`src/spm_pkg.sv`:
```
// Shared constants, enumerations and carrier types of the SPI master byte engine.
`default_nettype none
package spm_pkg;

   // System clock and the fastest legal serial clock.
   localparam int CLK_PERIOD_PS = 10000;
   localparam int SCLK_MIN_PERIOD_PS = 39680;
   // Least half period of the serial clock, rounded up to whole system cycles.
   localparam int MIN_HALF_CYCLES =
      (SCLK_MIN_PERIOD_PS + 2 * CLK_PERIOD_PS - 1) / (2 * CLK_PERIOD_PS);

   // Field widths of the configuration and of the half-period counter.
   localparam int DIV_W = 8;
   localparam int DELAY_W = 8;
   localparam int COUNT_W = 16;
   localparam int HALF_W = 10;

   // Shift sequencing: sixteen clock edges make one byte.
   localparam logic [3:0] FIRST_EDGE = 4'h0;
   localparam logic [3:0] LAST_EDGE = 4'hF;

   // Values after reset, idle and select levels, and the receive-only fill byte.
   localparam logic [1:0] SS_IDLE = 2'h3;
   localparam logic [1:0] SS_SEL0 = 2'h2;
   localparam logic [1:0] SS_SEL1 = 2'h1;
   localparam logic [7:0] BYTE_RESET = 8'h00;
   localparam logic [7:0] RX_ONLY_FILL = 8'hFF;
   localparam logic [HALF_W-1:0] HALF_RESET = 10'h000;
   localparam logic [COUNT_W-1:0] COUNT_RESET = 16'h0000;

   typedef enum logic [1:0] {
      DUPLEX_FULL = 2'b00,
      DUPLEX_TX_ONLY = 2'b01,
      DUPLEX_RX_ONLY = 2'b10
   } spm_duplex_e;

   typedef enum logic [2:0] {
      ST_IDLE = 3'b000,
      ST_SELECT = 3'b001,
      ST_LOAD = 3'b010,
      ST_SHIFT = 3'b011,
      ST_BYTE_END = 3'b100,
      ST_DESELECT = 3'b101
   } spm_state_e;

   typedef struct packed {
      logic [DIV_W-1:0] clkDiv;
      logic cpol;
      logic cpha;
      logic [DELAY_W-1:0] ssDelay;
      spm_duplex_e duplex;
      logic ssSel;
      logic [COUNT_W-1:0] dataBytes;
   } spm_cfg_s;

   typedef struct packed {
      logic txDone;
      logic rxFullInt;
   } spm_flags_s;

   localparam spm_cfg_s CFG_RESET = '0;
   localparam spm_flags_s FLAGS_RESET = '0;

endpackage

`default_nettype wire

```
`src/spm_master.sv`:
```
// SPI master byte engine with its two-entry byte buffers.
`timescale 1ns/1ps
`default_nettype none

module spm_pair_buf #(
   parameter int WIDTH = 8
) (
   // Clock and reset
   input wire logic clock,
   input wire logic reset_n,
   // Filling side
   input wire logic inValid,
   output logic inReady,
   input wire logic [WIDTH-1:0] inData,
   // Draining side
   output logic outValid,
   input wire logic outReady,
   output logic [WIDTH-1:0] outData
);
   logic [WIDTH-1:0] spare;
   logic spareValid;
   logic push;
   logic pop;
   logic next_outValid;
   logic next_spareValid;

   // A push is only possible while the spare slot is free, so a pop and a
   // push together never need both slots to move at once.
   assign push = inValid && inReady;
   assign pop = outValid && outReady;

   always_comb begin
      next_outValid = outValid;
      next_spareValid = spareValid;
      if (pop) begin
         next_outValid = spareValid || push;
         next_spareValid = 1'b0;
      end else if (push) begin
         if (outValid) begin
            next_spareValid = 1'b1;
         end else begin
            next_outValid = 1'b1;
         end
      end
   end

   always_ff @(posedge clock) begin
      if (!reset_n) begin
         outValid <= 1'b0;
         spareValid <= 1'b0;
         inReady <= 1'b0;
      end else begin
         outValid <= next_outValid;
         spareValid <= next_spareValid;
         inReady <= !next_spareValid;
      end
   end

   always_ff @(posedge clock) begin
      if (!reset_n) begin
         outData <= '0;
         spare <= '0;
      end else begin
         if (pop) begin
            outData <= spareValid ? spare : inData;
         end else if (push && !outValid) begin
            outData <= inData;
         end
         if (push && outValid && !pop) begin
            spare <= inData;
         end
      end
   end
endmodule

module spm_master (
   // Clock and reset
   input wire logic clock,
   input wire logic reset_n,
   // Transfer control
   input wire logic start,
   input wire spm_pkg::spm_cfg_s cfg,
   output logic busy,
   // Bytes to send
   input wire logic txValid,
   output logic txReady,
   input wire logic [7:0] txData,
   // Bytes received
   output logic rxValid,
   input wire logic rxReady,
   output logic [7:0] rxData,
   // Completion flags
   input wire spm_pkg::spm_flags_s flagClear,
   output spm_pkg::spm_flags_s flags,
   // Serial pins
   output logic sclk,
   output logic mosi,
   input wire logic miso,
   output logic [1:0] ssN
);
   logic misoMeta;
   logic misoSync;
   spm_pkg::spm_state_e state;
   spm_pkg::spm_cfg_s act;
   logic [spm_pkg::HALF_W-1:0] halfCnt;
   logic [spm_pkg::HALF_W-1:0] halfLast;
   logic [3:0] edgeCnt;
   logic [7:0] shiftOut;
   logic [7:0] shiftIn;
   logic [7:0] loadByte;
   logic [spm_pkg::COUNT_W-1:0] remaining;
   logic isCmd;
   logic halfEnd;
   logic sampleEdge;
   logic needTx;
   logic keepRx;
   logic loadGo;
   logic byteEnd;
   logic txHeadValid;
   logic [7:0] txHeadData;
   logic rxPushReady;
   logic rxPush;

   // Bytes from the I/O bus wait here until the shifter takes them.
   spm_pair_buf #(
      .WIDTH(8)
   ) txBuf (
      .clock(clock),
      .reset_n(reset_n),
      .inValid(txValid),
      .inReady(txReady),
      .inData(txData),
      .outValid(txHeadValid),
      .outReady(loadGo && needTx),
      .outData(txHeadData)
   );

   // A reader that stalls fills this buffer and then holds the shifter.
   spm_pair_buf #(
      .WIDTH(8)
   ) rxBuf (
      .clock(clock),
      .reset_n(reset_n),
      .inValid(rxPush),
      .inReady(rxPushReady),
      .inData(shiftIn),
      .outValid(rxValid),
      .outReady(rxReady),
      .outData(rxData)
   );

   // Half period is clkDiv plus the least legal half period, in cycles.
   assign halfLast = spm_pkg::HALF_W'(act.clkDiv)
      + spm_pkg::HALF_W'(spm_pkg::MIN_HALF_CYCLES - 1);
   assign halfEnd = halfCnt == halfLast;
   // Even edges lead; phase 0 samples on leading, phase 1 on trailing.
   assign sampleEdge = edgeCnt[0] == act.cpha;
   // The command byte always comes from software; receive-only data bytes
   // send a fixed fill and keep what arrives.
   assign needTx = isCmd || (act.duplex != spm_pkg::DUPLEX_RX_ONLY);
   assign keepRx = (act.duplex == spm_pkg::DUPLEX_FULL)
      || ((act.duplex == spm_pkg::DUPLEX_RX_ONLY) && !isCmd);
   assign loadGo = (state == spm_pkg::ST_LOAD) && (!needTx || txHeadValid);
   assign loadByte = needTx ? txHeadData : spm_pkg::RX_ONLY_FILL;
   assign rxPush = (state == spm_pkg::ST_BYTE_END) && keepRx && rxPushReady;
   assign byteEnd = (state == spm_pkg::ST_BYTE_END) && (!keepRx || rxPushReady);

   // MISO comes from the pin; two flops before anything reads it.
   always_ff @(posedge clock) begin
      if (!reset_n) begin
         misoMeta <= 1'b0;
         misoSync <= 1'b0;
      end else begin
         misoMeta <= miso;
         misoSync <= misoMeta;
      end
   end

   // Transfer sequencing.
   always_ff @(posedge clock) begin
      if (!reset_n) begin
         state <= spm_pkg::ST_IDLE;
         act <= spm_pkg::CFG_RESET;
         busy <= 1'b0;
         isCmd <= 1'b0;
         remaining <= spm_pkg::COUNT_RESET;
         halfCnt <= spm_pkg::HALF_RESET;
         edgeCnt <= spm_pkg::FIRST_EDGE;
      end else begin
         case (state)
            spm_pkg::ST_IDLE: begin
               halfCnt <= spm_pkg::HALF_RESET;
               if (start) begin
                  // Configuration is frozen for the whole transfer.
                  act <= cfg;
                  busy <= 1'b1;
                  isCmd <= 1'b1;
                  remaining <= cfg.dataBytes;
                  state <= spm_pkg::ST_SELECT;
               end
            end
            spm_pkg::ST_SELECT: begin
               if (halfCnt == spm_pkg::HALF_W'(act.ssDelay)) begin
                  halfCnt <= spm_pkg::HALF_RESET;
                  state <= spm_pkg::ST_LOAD;
               end else begin
                  halfCnt <= halfCnt + 1'b1;
               end
            end
            spm_pkg::ST_LOAD: begin
               halfCnt <= spm_pkg::HALF_RESET;
               edgeCnt <= spm_pkg::FIRST_EDGE;
               if (loadGo) begin
                  state <= spm_pkg::ST_SHIFT;
               end
            end
            spm_pkg::ST_SHIFT: begin
               if (halfEnd) begin
                  halfCnt <= spm_pkg::HALF_RESET;
                  edgeCnt <= edgeCnt + 1'b1;
                  if (edgeCnt == spm_pkg::LAST_EDGE) begin
                     state <= spm_pkg::ST_BYTE_END;
                  end
               end else begin
                  halfCnt <= halfCnt + 1'b1;
               end
            end
            spm_pkg::ST_BYTE_END: begin
               if (byteEnd) begin
                  isCmd <= 1'b0;
                  if (remaining == spm_pkg::COUNT_RESET) begin
                     state <= spm_pkg::ST_DESELECT;
                  end else begin
                     remaining <= remaining - 1'b1;
                     state <= spm_pkg::ST_LOAD;
                  end
               end
            end
            spm_pkg::ST_DESELECT: begin
               // Select stays high at least one half period before a restart.
               if (halfEnd) begin
                  halfCnt <= spm_pkg::HALF_RESET;
                  busy <= 1'b0;
                  state <= spm_pkg::ST_IDLE;
               end else begin
                  halfCnt <= halfCnt + 1'b1;
               end
            end
            default: begin
               busy <= 1'b0;
               state <= spm_pkg::ST_IDLE;
            end
         endcase
      end
   end

   // Slave selects.
   always_ff @(posedge clock) begin
      if (!reset_n) begin
         ssN <= spm_pkg::SS_IDLE;
      end else if ((state == spm_pkg::ST_IDLE) && start) begin
         ssN <= cfg.ssSel ? spm_pkg::SS_SEL1 : spm_pkg::SS_SEL0;
      end else if ((state == spm_pkg::ST_DESELECT) || (state == spm_pkg::ST_IDLE)) begin
         ssN <= spm_pkg::SS_IDLE;
      end
   end

   // Serial clock, made here from the system clock.
   always_ff @(posedge clock) begin
      if (!reset_n) begin
         sclk <= 1'b0;
      end else if (state == spm_pkg::ST_IDLE) begin
         sclk <= cfg.cpol;
      end else if ((state == spm_pkg::ST_SHIFT) && halfEnd) begin
         sclk <= !sclk;
      end
   end

   // Shift registers. MISO is taken from the synchroniser at the sample edge,
   // so it reflects the pin two cycles earlier; a slow slave needs clkDiv
   // raised until its output is settled by then.
   always_ff @(posedge clock) begin
      if (!reset_n) begin
         mosi <= 1'b0;
         shiftOut <= spm_pkg::BYTE_RESET;
         shiftIn <= spm_pkg::BYTE_RESET;
      end else if (loadGo) begin
         if (!act.cpha) begin
            mosi <= loadByte[7];
            shiftOut <= {loadByte[6:0], 1'b0};
         end else begin
            shiftOut <= loadByte;
         end
      end else if ((state == spm_pkg::ST_SHIFT) && halfEnd) begin
         if (sampleEdge) begin
            shiftIn <= {shiftIn[6:0], misoSync};
         end else begin
            mosi <= shiftOut[7];
            shiftOut <= {shiftOut[6:0], 1'b0};
         end
      end
   end

   // Per-byte flags; a new byte end wins over a clear in the same cycle.
   always_ff @(posedge clock) begin
      if (!reset_n) begin
         flags <= spm_pkg::FLAGS_RESET;
      end else begin
         flags.txDone <= byteEnd || (flags.txDone && !flagClear.txDone);
         flags.rxFullInt <= byteEnd || (flags.rxFullInt && !flagClear.rxFullInt);
      end
   end
endmodule

`default_nettype wire

```
`config.mk`:
```
export PLATFORM = sky130hd
export DESIGN_NAME = spm_master
export DESIGN_NICKNAME = d
export VERILOG_FILES = /design/src/spm_pkg.sv /design/src/spm_master.sv
export SDC_FILE = /design/constraint.sdc
export NUM_CORES = 1
export LEC_CHECK = 0
export ABC_AREA = 1
export ABC_CLOCK_PERIOD_IN_PS = 2400
export BUFFER_PORTS_ARGS = -buffer_cell sky130_fd_sc_hd__buf_2
export CORE_ASPECT_RATIO = 0.8
export CORE_MARGIN = 10
export CORE_UTILIZATION = 45
export DETAILED_ROUTE_END_ITERATION = 6
export MAX_ROUTING_LAYER = met4
export PLACE_DENSITY_LB_ADDON = 0.12
export SYNTH_ARGS = -nofsm -noshare
export SYNTH_HDL_FRONTEND = slang
export SYNTH_SLANG_ARGS = --single-unit
export TNS_END_PERCENT = 1
```
`constraint.sdc`:
```
create_clock -name clock -period 2.4 [get_ports clock]
set_input_delay 0.24 -clock clock [delete_from_list [all_inputs] [get_ports clock]]
set_output_delay 0.24 -clock clock [all_outputs]
set_load 0.01 [all_outputs]
```
==> flow_metrics.env, run 1 <==
export IMPL_status="complete, no violations"
export IMPL_combPwrFrac_pct=31.3
export IMPL_p_per_area_nw_per_um2=1110
export IMPL_end_kind="flip-flop"
export IMPL_fin_cells=1082
export IMPL_critical_path_class="flip-flop to flip-flop"
export IMPL_port_buffers=69
export IMPL_clk_latency_ps=410
export IMPL_drv_slew=0
export IMPL_tightest_slew_ps=752
export IMPL_numPlacedInstances=1050
export IMPL_grt_first_pass_wirelength_mm=24.4
export IMPL_p_leak_nw=3.12
export IMPL_die_w_um=147
export IMPL_coreArea_sq_um=12700
export IMPL_cts_buffers=17
export IMPL_hold_buffers=0
export IMPL_netSwitchingPower_w=0.00283
export IMPL_die_h_um=122
export IMPL_grt_overflow=0
export IMPL_max_cap_violations=0
export IMPL_num_vias=5447
export IMPL_yosysSeqAreaShare_pct=40.0
export IMPL_r2r_start="act[29]"
export IMPL_clock_sinks=116
export IMPL_cts_reportedPaths_clkPinSlew_ps=60
export IMPL_ant_nets=0
export IMPL_setup_viol_count_final=0
export IMPL_crit_path_cell_trace="ha_1, nand2_1, inv_1, nand3_1, nand2_1, nand2_1, nor2_2, nand2_2, nor2_4, nand2_4, nor2_8, inv_4, nor2_1, nor2_1"
export IMPL_setup_tns_final_ps=0
export IMPL_drive_gt1_share_pct=16.9
export IMPL_start_util_pct=45.6
export IMPL_async_reset_ff_share_pct=0
export IMPL_yosys_most_used_dff="dfxtp_1"
export IMPL_avgSynthCellArea_sq_um=7.04
export IMPL_cts_root_buf="clkbuf_16"
export IMPL_rsz0062_at_grt="no"
export IMPL_wirelength_mm=14.4
export IMPL_cts_setup_buffers=0
export IMPL_routedWlPerCell_um=13.3
export IMPL_cp_buffers_inverters=2
export IMPL_postSynthCellCount=825
export IMPL_antenna_found_initial=0
export IMPL_switching_share_pct=36.7
export IMPL_hp_class="input port to flip-flop"
export IMPL_drt_pass1_iterations=7
export IMPL_rows=37
export IMPL_post_dp_cell_area_sq_um=6320
export IMPL_cp_top_family="simple AND/OR/NAND/NOR gates"
export IMPL_hpwl_mm=10.3
export IMPL_period_minus_slack_ps=2080
export IMPL_hold_viol_final=0
export IMPL_synth_edf_count=0
export IMPL_start_kind="flip-flop"
export IMPL_cpPeakStageDelay_ps=400
export IMPL_first_iter_violations=297
export IMPL_synth_nets=882
export IMPL_arrival_ps=2380
export IMPL_grt_usage_pct=16.7
export IMPL_num_antenna_cells=0
export IMPL_cts_max_level=4
export IMPL_clockBufferDepth=2
export IMPL_die_area_sq_um=17900
export IMPL_syn_to_final_growth_pct=19.8
export IMPL_yosys_warnings=0
export IMPL_max_slew_margin_rel_pct=49.9
export IMPL_cts_resized=0
export IMPL_vdd_drop_max_uv=667
export IMPL_io_pins=70
export IMPL_p_int_w=0.00487
export IMPL_critical_path_max_fanout=9
export IMPL_p_clk_share_pct=35.0
export IMPL_grt_pass1_vias=5186
export IMPL_fmax_mhz=481
export IMPL_seqPwrFrac_pct=33.7
export IMPL_fin_nets=951
export IMPL_clock_skew_final_ps=8.70
export IMPL_drc_errors=0
export IMPL_gp_congestion=0.876
export IMPL_grt_max_degree=85
export IMPL_synth_cell_area_sq_um=5810
export IMPL_fillers=1199
export IMPL_synth_seq_cells=116
export IMPL_vias_per_cell=5.03
export IMPL_period_share_pct=86.6
export IMPL_crit_start="act[29]"
export IMPL_required_ps=2700
export IMPL_final_area_sq_um=6950
export IMPL_slowest_stage="dfxtp_1"
export IMPL_hp_start="miso"
export IMPL_cts_tree="built"
export IMPL_cpMostUsedCell="nand2_1"
export IMPL_synth_cell_types=43
## synthesized netlist by cell type, types with 8 or more instances
cell type	number	share of area, %
a211oi_1	10	1.3
a21oi_1	86	7.4
clkbuf_1	19	1.2
dfxtp_1	116	40
inv_1	106	6.9
mux2_2	8	1.6
nand2_1	133	8.6
nand3_1	36	3.1
nand4_1	8	0.86
nor2_1	102	6.6
nor3_1	14	1.2
o21ai_0	97	8.4
xor2_1	14	2.1
## cell usage in the layout (no fill, tap or decap), types with 8 or more instances in the layout
cell       instances
clkbuf_16         17
buf_4             10
a211oi_1          10
nand4_1            8
dfxtp_1          116
xor2_1            14
nand3_1           36
nor3_1            14
buf_2             69
a21oi_1           86
nor2_1           102
mux2_2             8
o21ai_0           97
nand2_1          133
inv_1            106
## metrics by stage
step,setup slack (ps),total power (W),util [%],hold slack (ps)
floorplan,617,0.00438,-,338
global placement,419,0.00496,49.7,418
detailed placement,338,0.00503,49.7,416
CTS,331,0.00775,54.6,4.58
global route,55.7,0.00825,54.6,13.3
finish,323,0.00770,54.6,10.1
## per-layer routing
layer / global-route usage, % / vias up / part of all wire [%] / routed length (um)
li1: - / 2843 / - / -
met1: 20.9 / 2457 / 49 / 6990
met2: 26.3 / 131 / 46 / 6560
met3: 4.37 / 16 / 5.1 / 728
met4: 4.76 / 0 / 0.84 / 121
met5: - / - / 0 / 0
## kinds of logic (layout without fill, tap and decap cells)
kind of cell | count (synthesis) | count (layout) | share of synthesized area [%]
adders and majority gates | 4 | 4 | 0.862
AOI/OAI and AO/OA | 223 | 223 | 21.0
and+or+nand+nor | 315 | 315 | 24.3
muxes | 8 | 8 | 1.55
xor gates and xnor gates | 18 | 18 | 2.85
buffers and inverters | 141 | 223 | 9.40
DFF | 116 | 116 | 40.0
## power by group through the flow
stage / sequential (W) / combinational (W) / clock (W)
6_report: 0.00260 / 0.00241 / 0.00270
4_1_cts: 0.00260 / 0.00242 / 0.00274
2_1_floorplan: 0.00257 / 0.00181 / 0
5_1_grt: 0.00266 / 0.00277 / 0.00282
3_5_place_dp: 0.00263 / 0.00239 / 0
3_3_place_gp: 0.00262 / 0.00234 / 0
## flip-flops by register name, indices dropped and copies added, names as in the netlist, 2 cells and up
| name | flops |
|---|---|
| remaining | 16 |
| ssN | 2 |
| shiftOut | 8 |
| rxBuf.spare | 8 |
| edgeCnt | 4 |
| shiftIn | 8 |
| halfCnt | 10 |
| txBuf.spare | 8 |
| rxBuf.outData | 8 |
| flags | 2 |
| act | 19 |
| txBuf.outData | 8 |
| state | 3 |
## worst register-to-register path: stages (launching register included)
cell and delay [ps]:
dfxtp_1 400, ha_1 210, nand2_1 110, inv_1 100, nand3_1 80, nand2_1 70
nand2_1 60, nor2_2 120, nand2_2 90, nor2_4 170, nand2_4 120, nor2_8 180
inv_4 80, nor2_1 110, nor2_1 60
## path summary, 6_finish.rpt
check                           slack [ps]  cells past startpoint    endpoint
worst max-delay path                   320                     14  shiftIn[5]
worst min-delay path                    10                      3    misoMeta
worst max register to register         320                     14  shiftIn[5]
worst min register to register         430                      2    misoSync
## area by class of cell
class / instances / area, sq um / area share [%]
Sequential cell: 116 / 2320 / 33.4
Inverter: 112 / 423 / 6.08
Tap cell: 175 / 219 / 3.15
Clock inverter: 14 / 201 / 2.90
Timing Repair Buffer: 79 / 420 / 6.05
Clock buffer: 18 / 429 / 6.17
Multi-Input combinational cell: 568 / 2940 / 42.3
Power figures use the tool's default switching activity.
==> run 2: changes to the inputs <==
--- a/config.mk
+++ b/config.mk
@@ -5,7 +5,6 @@
 export SDC_FILE = /design/constraint.sdc
 export NUM_CORES = 1
 export LEC_CHECK = 0
-export ABC_AREA = 1
 export ABC_CLOCK_PERIOD_IN_PS = 2400
 export BUFFER_PORTS_ARGS = -buffer_cell sky130_fd_sc_hd__buf_2
 export CORE_ASPECT_RATIO = 0.8
==> flow_metrics.env, run 2 <==
export IMPL_cts_buffers=17
export IMPL_clockBufferDepth=2
export IMPL_grt_usage_pct=16.9
export IMPL_yosys_top_cells_count="dfxtp_1, nand2_1, nor2_1, a21oi_1, mux2i_1"
export IMPL_first_iter_violations=256
export IMPL_p_leak_nw=2.90
export IMPL_status="complete, no violations"
export IMPL_vdd_drop_max_uv=611
export IMPL_period_minus_slack_ps=2310
export IMPL_cts_root_buf="clkbuf_16"
export IMPL_fin_nets=818
export IMPL_end_kind="flip-flop"
export IMPL_yosysSeqAreaShare_pct=41.7
export IMPL_num_vias=5099
export IMPL_post_synth_top_count_cell="dfxtp_1"
export IMPL_avgSynthCellArea_sq_um=8.30
export IMPL_layout_commonest_cell="dfxtp_1"
export IMPL_coreArea_sq_um=12200
export IMPL_die_h_um=119
export IMPL_port_buffers=69
export IMPL_fillers=1120
export IMPL_syn_to_final_growth_pct=24.4
export IMPL_clk_latency_ps=410
export IMPL_yosys_warnings=0
export IMPL_yosysTopAreaCellShare_pct=41.7
export IMPL_grt_overflow=0
export IMPL_synth_top_area_cell="dfxtp_1"
export IMPL_total_power_w=0.00775
export IMPL_synth_xor_area_share_pct=3.78
export IMPL_drv_slew=0
export IMPL_finalWorstSetupSlack_ps=85.2
export IMPL_fmax_mhz=432
export IMPL_die_area_sq_um=17200
export IMPL_max_slew_margin_rel_pct=49.3
export IMPL_clock_skew_final_ps=10.5
export IMPL_grt_max_degree=51
export IMPL_antenna_found_initial=0
export IMPL_synth_compound_area_share_pct=18.3
export IMPL_largest_reg_flops=19
export IMPL_synth_top_family_by_area="simple AND/OR/NAND/NOR gates"
export IMPL_top_register="act"
export IMPL_postSynthCellCount=670
export IMPL_ant_nets=0
export IMPL_top_usage_layer="met2"
export IMPL_p_per_area_nw_per_um2=1120
export IMPL_drc_errors=0
export IMPL_synth_cell_types=59
export IMPL_synth_simple_area_share_pct=22.9
export IMPL_cts_reportedPaths_clkPinSlew_ps=60
export IMPL_required_ps=2740
export IMPL_pre_cts_ws_ps=-82.3
export IMPL_async_reset_ff_share_pct=0
export IMPL_grt_use_met2_pct=25.0
export IMPL_wirelength_mm=14.0
export IMPL_rows=36
export IMPL_hpwl_mm=9.90
export IMPL_start_kind="flip-flop"
export IMPL_arrival_ps=2650
export IMPL_yosys_most_used_dff="dfxtp_1"
export IMPL_synth_nets=727
export IMPL_grt_first_pass_wirelength_mm=23.4
export IMPL_max_cap_violations=0
export IMPL_period_share_pct=96.5
export IMPL_synthAdderAreaFrac_pct=0.899
export IMPL_muxShareOfSynthArea_pct=8.48
export IMPL_reg2reg_setup_slack_ps=90
export IMPL_synth_edf_count=0
export IMPL_critical_path_max_fanout=7
export IMPL_grt_pass1_vias=4888
export IMPL_vias_per_cell=5.51
export IMPL_cts_max_level=4
export IMPL_drt_pass1_iterations=5
export IMPL_tightest_slew_ps=759
export IMPL_hp_class="input port to flip-flop"
export IMPL_gp_congestion=0.885
export IMPL_synthTopCellsByArea="dfxtp_1, mux2i_1, nand2_1"
export IMPL_rsz0062_at_grt="yes"
export IMPL_synth_cell_area_sq_um=5560
export IMPL_use_met1_pct=22.3
export IMPL_io_pins=70
export IMPL_top_regs="act (19), remaining (16), halfCnt (10)"
export IMPL_synth_seq_cells=116
export IMPL_drive_gt1_share_pct=21.8
export IMPL_num_antenna_cells=0
export IMPL_die_w_um=144
export IMPL_clock_sinks=116
export IMPL_setup_viol_count_final=0
export IMPL_critical_path_class="flip-flop to flip-flop"
export IMPL_grt_util_met3_pct=4.01
export IMPL_final_cell_mix="dfxtp_1, nand2_1, nor2_1, buf_2, a21oi_1"
export IMPL_routedWlPerCell_um=15.1
export IMPL_hold_viol_final=0
export IMPL_start_util_pct=45.8
export IMPL_cts_tree="built"
==> run 2: cell types whose count changed after synthesis, moves of 18 or more <==
cell	change
nor2_1	-18
nand2_1	-48
o21ai_0	-63
a21oi_1	-27
inv_1	-97
mux2i_1	+46
==> run 2: per-layer routing <==
layer	wire length [um]	part of all wire (%)
met1	6900	49
met2	6410	46
met3	578	4.1
met4	127	0.91
met5	0	0
==> run 2: timing repair <==
| item | 4_1_cts | 5_1_grt |
|---|---|---|
| endpoints found under the setup margin | 16 | 35 |
| setup buffers | 0 | 5 |
| gates resized for setup | 3 | 13 |
| pin swaps | 1 | 14 |
| hold buffers | 0 | 0 |
==> run 2: worst paths after layout <==
path,start,to,cells past startpoint
setup / recovery,act[29],halfCnt[3],10
hold / removal,miso,misoMeta,2
setup reg to reg,act[29],halfCnt[3],10
hold reg to reg,misoMeta,misoSync,1
==> run 2: metrics by stage <==
step | std cells | util, % | hold slack [ps] | cell area, sq um | setup TNS [ps]
global route | 926 | 56.9 | 38.5 | 6920 | -103
global placement | 889 | 51.2 | 427 | 6230 | 0
floorplan | 670 | - | 367 | 5560 | 0
detailed placement | 889 | 51.2 | 424 | 6230 | -541
finish | 926 | 56.9 | 37.4 | 6920 | 0
CTS | 921 | 56.0 | 23.6 | 6810 | 0
==> run 2: cell type report <==
class / instances / area [sq um] / share of cell area, %
multi-input cells: 503 / 3090 / 44.6
flip-flops and latches: 116 / 2330 / 33.6
repair buffers: 112 / 706 / 10.2
well taps: 152 / 190 / 2.75
inverters: 11 / 41.3 / 0.596
clock buffers: 17 / 425 / 6.14
clock inverters: 15 / 144 / 2.08
==> run 2: cells by family after synthesis <==
group / Yosys count
flip-flops: 116
AND/OR/NAND/NOR: 268
AO/OA/AOI/OAI: 160
XOR/XNOR: 24
adder cells (fa/ha/maj): 4
buffers and inverters: 51
multiplexers: 47
==> run 2: where the power goes <==
part	switching, W	total, W	internal, W	leakage (nW)
Combinational	0.00163	0.00279	0.00116	1.68
Sequential	0.000289	0.00251	0.00222	0.946
Clock	0.000996	0.00245	0.00145	0.280
Total	0.00291	0.00775	0.00483	2.90
==> run 2: critical path, cell delays in order (launching register included) <==
cell and delay [ps]:
dfxtp_4 360, ha_4 160, and3b_1 150, or3_4 340, a31oi_4 210, a31oi_4 50, buf_12 150, a2111oi_4 370
buf_4 220, o22ai_1 100, a21oi_1 120
==> run 3: changes to the inputs <==
--- a/config.mk
+++ b/config.mk
@@ -7,13 +7,16 @@
 export LEC_CHECK = 0
 export ABC_CLOCK_PERIOD_IN_PS = 2400
 export BUFFER_PORTS_ARGS = -buffer_cell sky130_fd_sc_hd__buf_2
+export CELL_PAD_IN_SITES_DETAIL_PLACEMENT = 1
+export CELL_PAD_IN_SITES_GLOBAL_PLACEMENT = 1
 export CORE_ASPECT_RATIO = 0.8
 export CORE_MARGIN = 10
-export CORE_UTILIZATION = 45
+export CORE_UTILIZATION = 43
 export DETAILED_ROUTE_END_ITERATION = 6
 export MAX_ROUTING_LAYER = met4
 export PLACE_DENSITY_LB_ADDON = 0.12
+export RECOVER_POWER = 50
 export SYNTH_ARGS = -nofsm -noshare
 export SYNTH_HDL_FRONTEND = slang
 export SYNTH_SLANG_ARGS = --single-unit
-export TNS_END_PERCENT = 1
+export TNS_END_PERCENT = 30
==> flow_metrics.env, run 3 (synthesis gave the netlist of run 2 again) <==
export IMPL_cts_root_buf="clkbuf_16"
export IMPL_post_route_util_pct=55.0
export IMPL_fillers=1561
export IMPL_rsz0062_at_grt="yes"
export IMPL_drc_errors=0
export IMPL_arrival_ps=2730
export IMPL_grt_usage_pct=19.1
export IMPL_grt_overflow=0
export IMPL_cts_reportedPaths_clkPinSlew_ps=50
export IMPL_total_power_w=0.00816
export IMPL_hp_start="miso"
export IMPL_clock_skew_final_ps=6.04
export IMPL_fmax_mhz=417
export IMPL_max_slew_margin_rel_pct=66.8
export IMPL_largest_reg_flops=19
export IMPL_antenna_found_initial=0
export IMPL_hold_buffers=0
export IMPL_m1WireLength_mm=8.20
export IMPL_routedWlPerCell_um=17.8
export IMPL_clock_sinks=116
export IMPL_crit_path_cell_trace="ha_4, xor2_1, a211oi_1, o211ai_1, nor3_4, buf_12, nand4_1, buf_6, mux2i_2, a221oi_2"
export IMPL_required_ps=2730
export IMPL_cts_tree="built"
export IMPL_die_area_sq_um=17900
export IMPL_crit_start="act[29]"
export IMPL_setup_tns_final_ps=-0.572
export IMPL_syn_to_final_growth_pct=26.3
export IMPL_first_iter_violations=256
export IMPL_layout_commonest_cell="dfxtp_1"
export IMPL_coreArea_sq_um=12800
export IMPL_max_cap_violations=0
export IMPL_grt_first_pass_wirelength_mm=27.3
export IMPL_ant_nets=0
export IMPL_vdd_drop_max_uv=627
export IMPL_drive_gt1_share_pct=20.0
export IMPL_num_antenna_cells=0
export IMPL_drv_slew=0
export IMPL_p_per_area_nw_per_um2=1160
export IMPL_critical_path_max_fanout=9
export IMPL_pre_cts_ws_ps=-57.6
export IMPL_post_dp_cell_area_sq_um=6270
export IMPL_cpPeakStageDelay_ps=370
export IMPL_start_util_pct=43.5
export IMPL_io_pins=70
export IMPL_top_regs="act (19), remaining (16), halfCnt (10)"
export IMPL_rows=37
export IMPL_drt_pass1_iterations=4
export IMPL_end_kind="flip-flop"
export IMPL_r2r_start="act[29]"
export IMPL_fin_nets=818
export IMPL_final_cell_mix="dfxtp_1, nand2_1, nor2_1, a21oi_1, buf_2"
export IMPL_grt_pass1_vias=5451
export IMPL_tightest_slew_ps=496
export IMPL_clk_latency_ps=420
export IMPL_cp_top_family="compound AO/OA/AOI/OAI gates"
export IMPL_critical_path_class="flip-flop to flip-flop"
export IMPL_die_h_um=122
export IMPL_clockBufferDepth=2
export IMPL_top_layer_used="met4"
export IMPL_setup_viol_count_final=1
export IMPL_cts_buffers=17
export IMPL_num_vias=5174
export IMPL_die_w_um=147
export IMPL_finalWorstSetupSlack_ps=-0.572
export IMPL_violations="setup timing"
export IMPL_status="finished, violations left"
export IMPL_hpwl_mm=11.5
export IMPL_hp_class="input port to flip-flop"
export IMPL_wl_met2_mm=7.82
export IMPL_cts_max_level=4
export IMPL_top_register="act"
export IMPL_port_buffers=69
export IMPL_start_kind="flip-flop"
export IMPL_grt_max_degree=67
export IMPL_vias_per_cell=5.45
export IMPL_hold_viol_final=0
export IMPL_gp_congestion=0.862
export IMPL_period_minus_slack_ps=2400
export IMPL_cp_buffers_inverters=2
export IMPL_p_leak_nw=2.85
export IMPL_final_area_sq_um=7030
export IMPL_wirelength_mm=16.9
export IMPL_period_share_pct=100
export IMPL_slowest_stage="dfxtp_4"
export IMPL_wl_met3_um=695
## run 3: layout make-up
cell class	instances	area (sq um)	area share (%)
repair buffers	112	663	9.43
clock buffers	24	492	7.00
multi-input cells	503	3110	44.3
clock inverters	8	170	2.42
flip-flops and latches	116	2330	33.2
inverters	11	41.3	0.587
well taps	175	219	3.11
## run 3: final timing paths
check                           depth (start not counted)  slack, ps          end
worst max-delay path                                   10       -0.6  shiftOut[5]
worst min-delay path                                    2         30     misoMeta
worst max register to register                         10       -0.6  shiftOut[5]
worst min register to register                          1        430     misoSync
## run 3: routing by layer
layer  up-vias  GRT usage (%)
li1       2570              -
met5         -              -
met2       109           30.2
met3        15           5.30
met1      2480           23.5
met4         0           5.75
## run 3: stage by stage
| stage | std cells | hold WS [ps] |
|---|---|---|
| after floorplan | 670 | 367 |
| after detailed placement | 914 | 422 |
| after global placement | 914 | 417 |
| after CTS | 946 | 12.5 |
| after global routing | 949 | 26.1 |
| final | 949 | 25.6 |
## run 3: repair_timing
| item | 4_1_cts | 5_1_grt |
|---|---|---|
| setup endpoints to repair | 26 | 33 |
| pin swaps | 1 | 9 |
| resized for setup | 3 | 22 |
| setup buffers | 0 | 2 |
| gates cloned | 0 | 1 |
## run 3: report_power, final
group / internal, W / leakage (nW) / switching [W]
Clock: 0.00195 / 0.317 / 0.000896
Sequential: 0.00222 / 0.947 / 0.000343
Combinational: 0.00105 / 1.59 / 0.00169
Total: 0.00523 / 2.85 / 0.00293
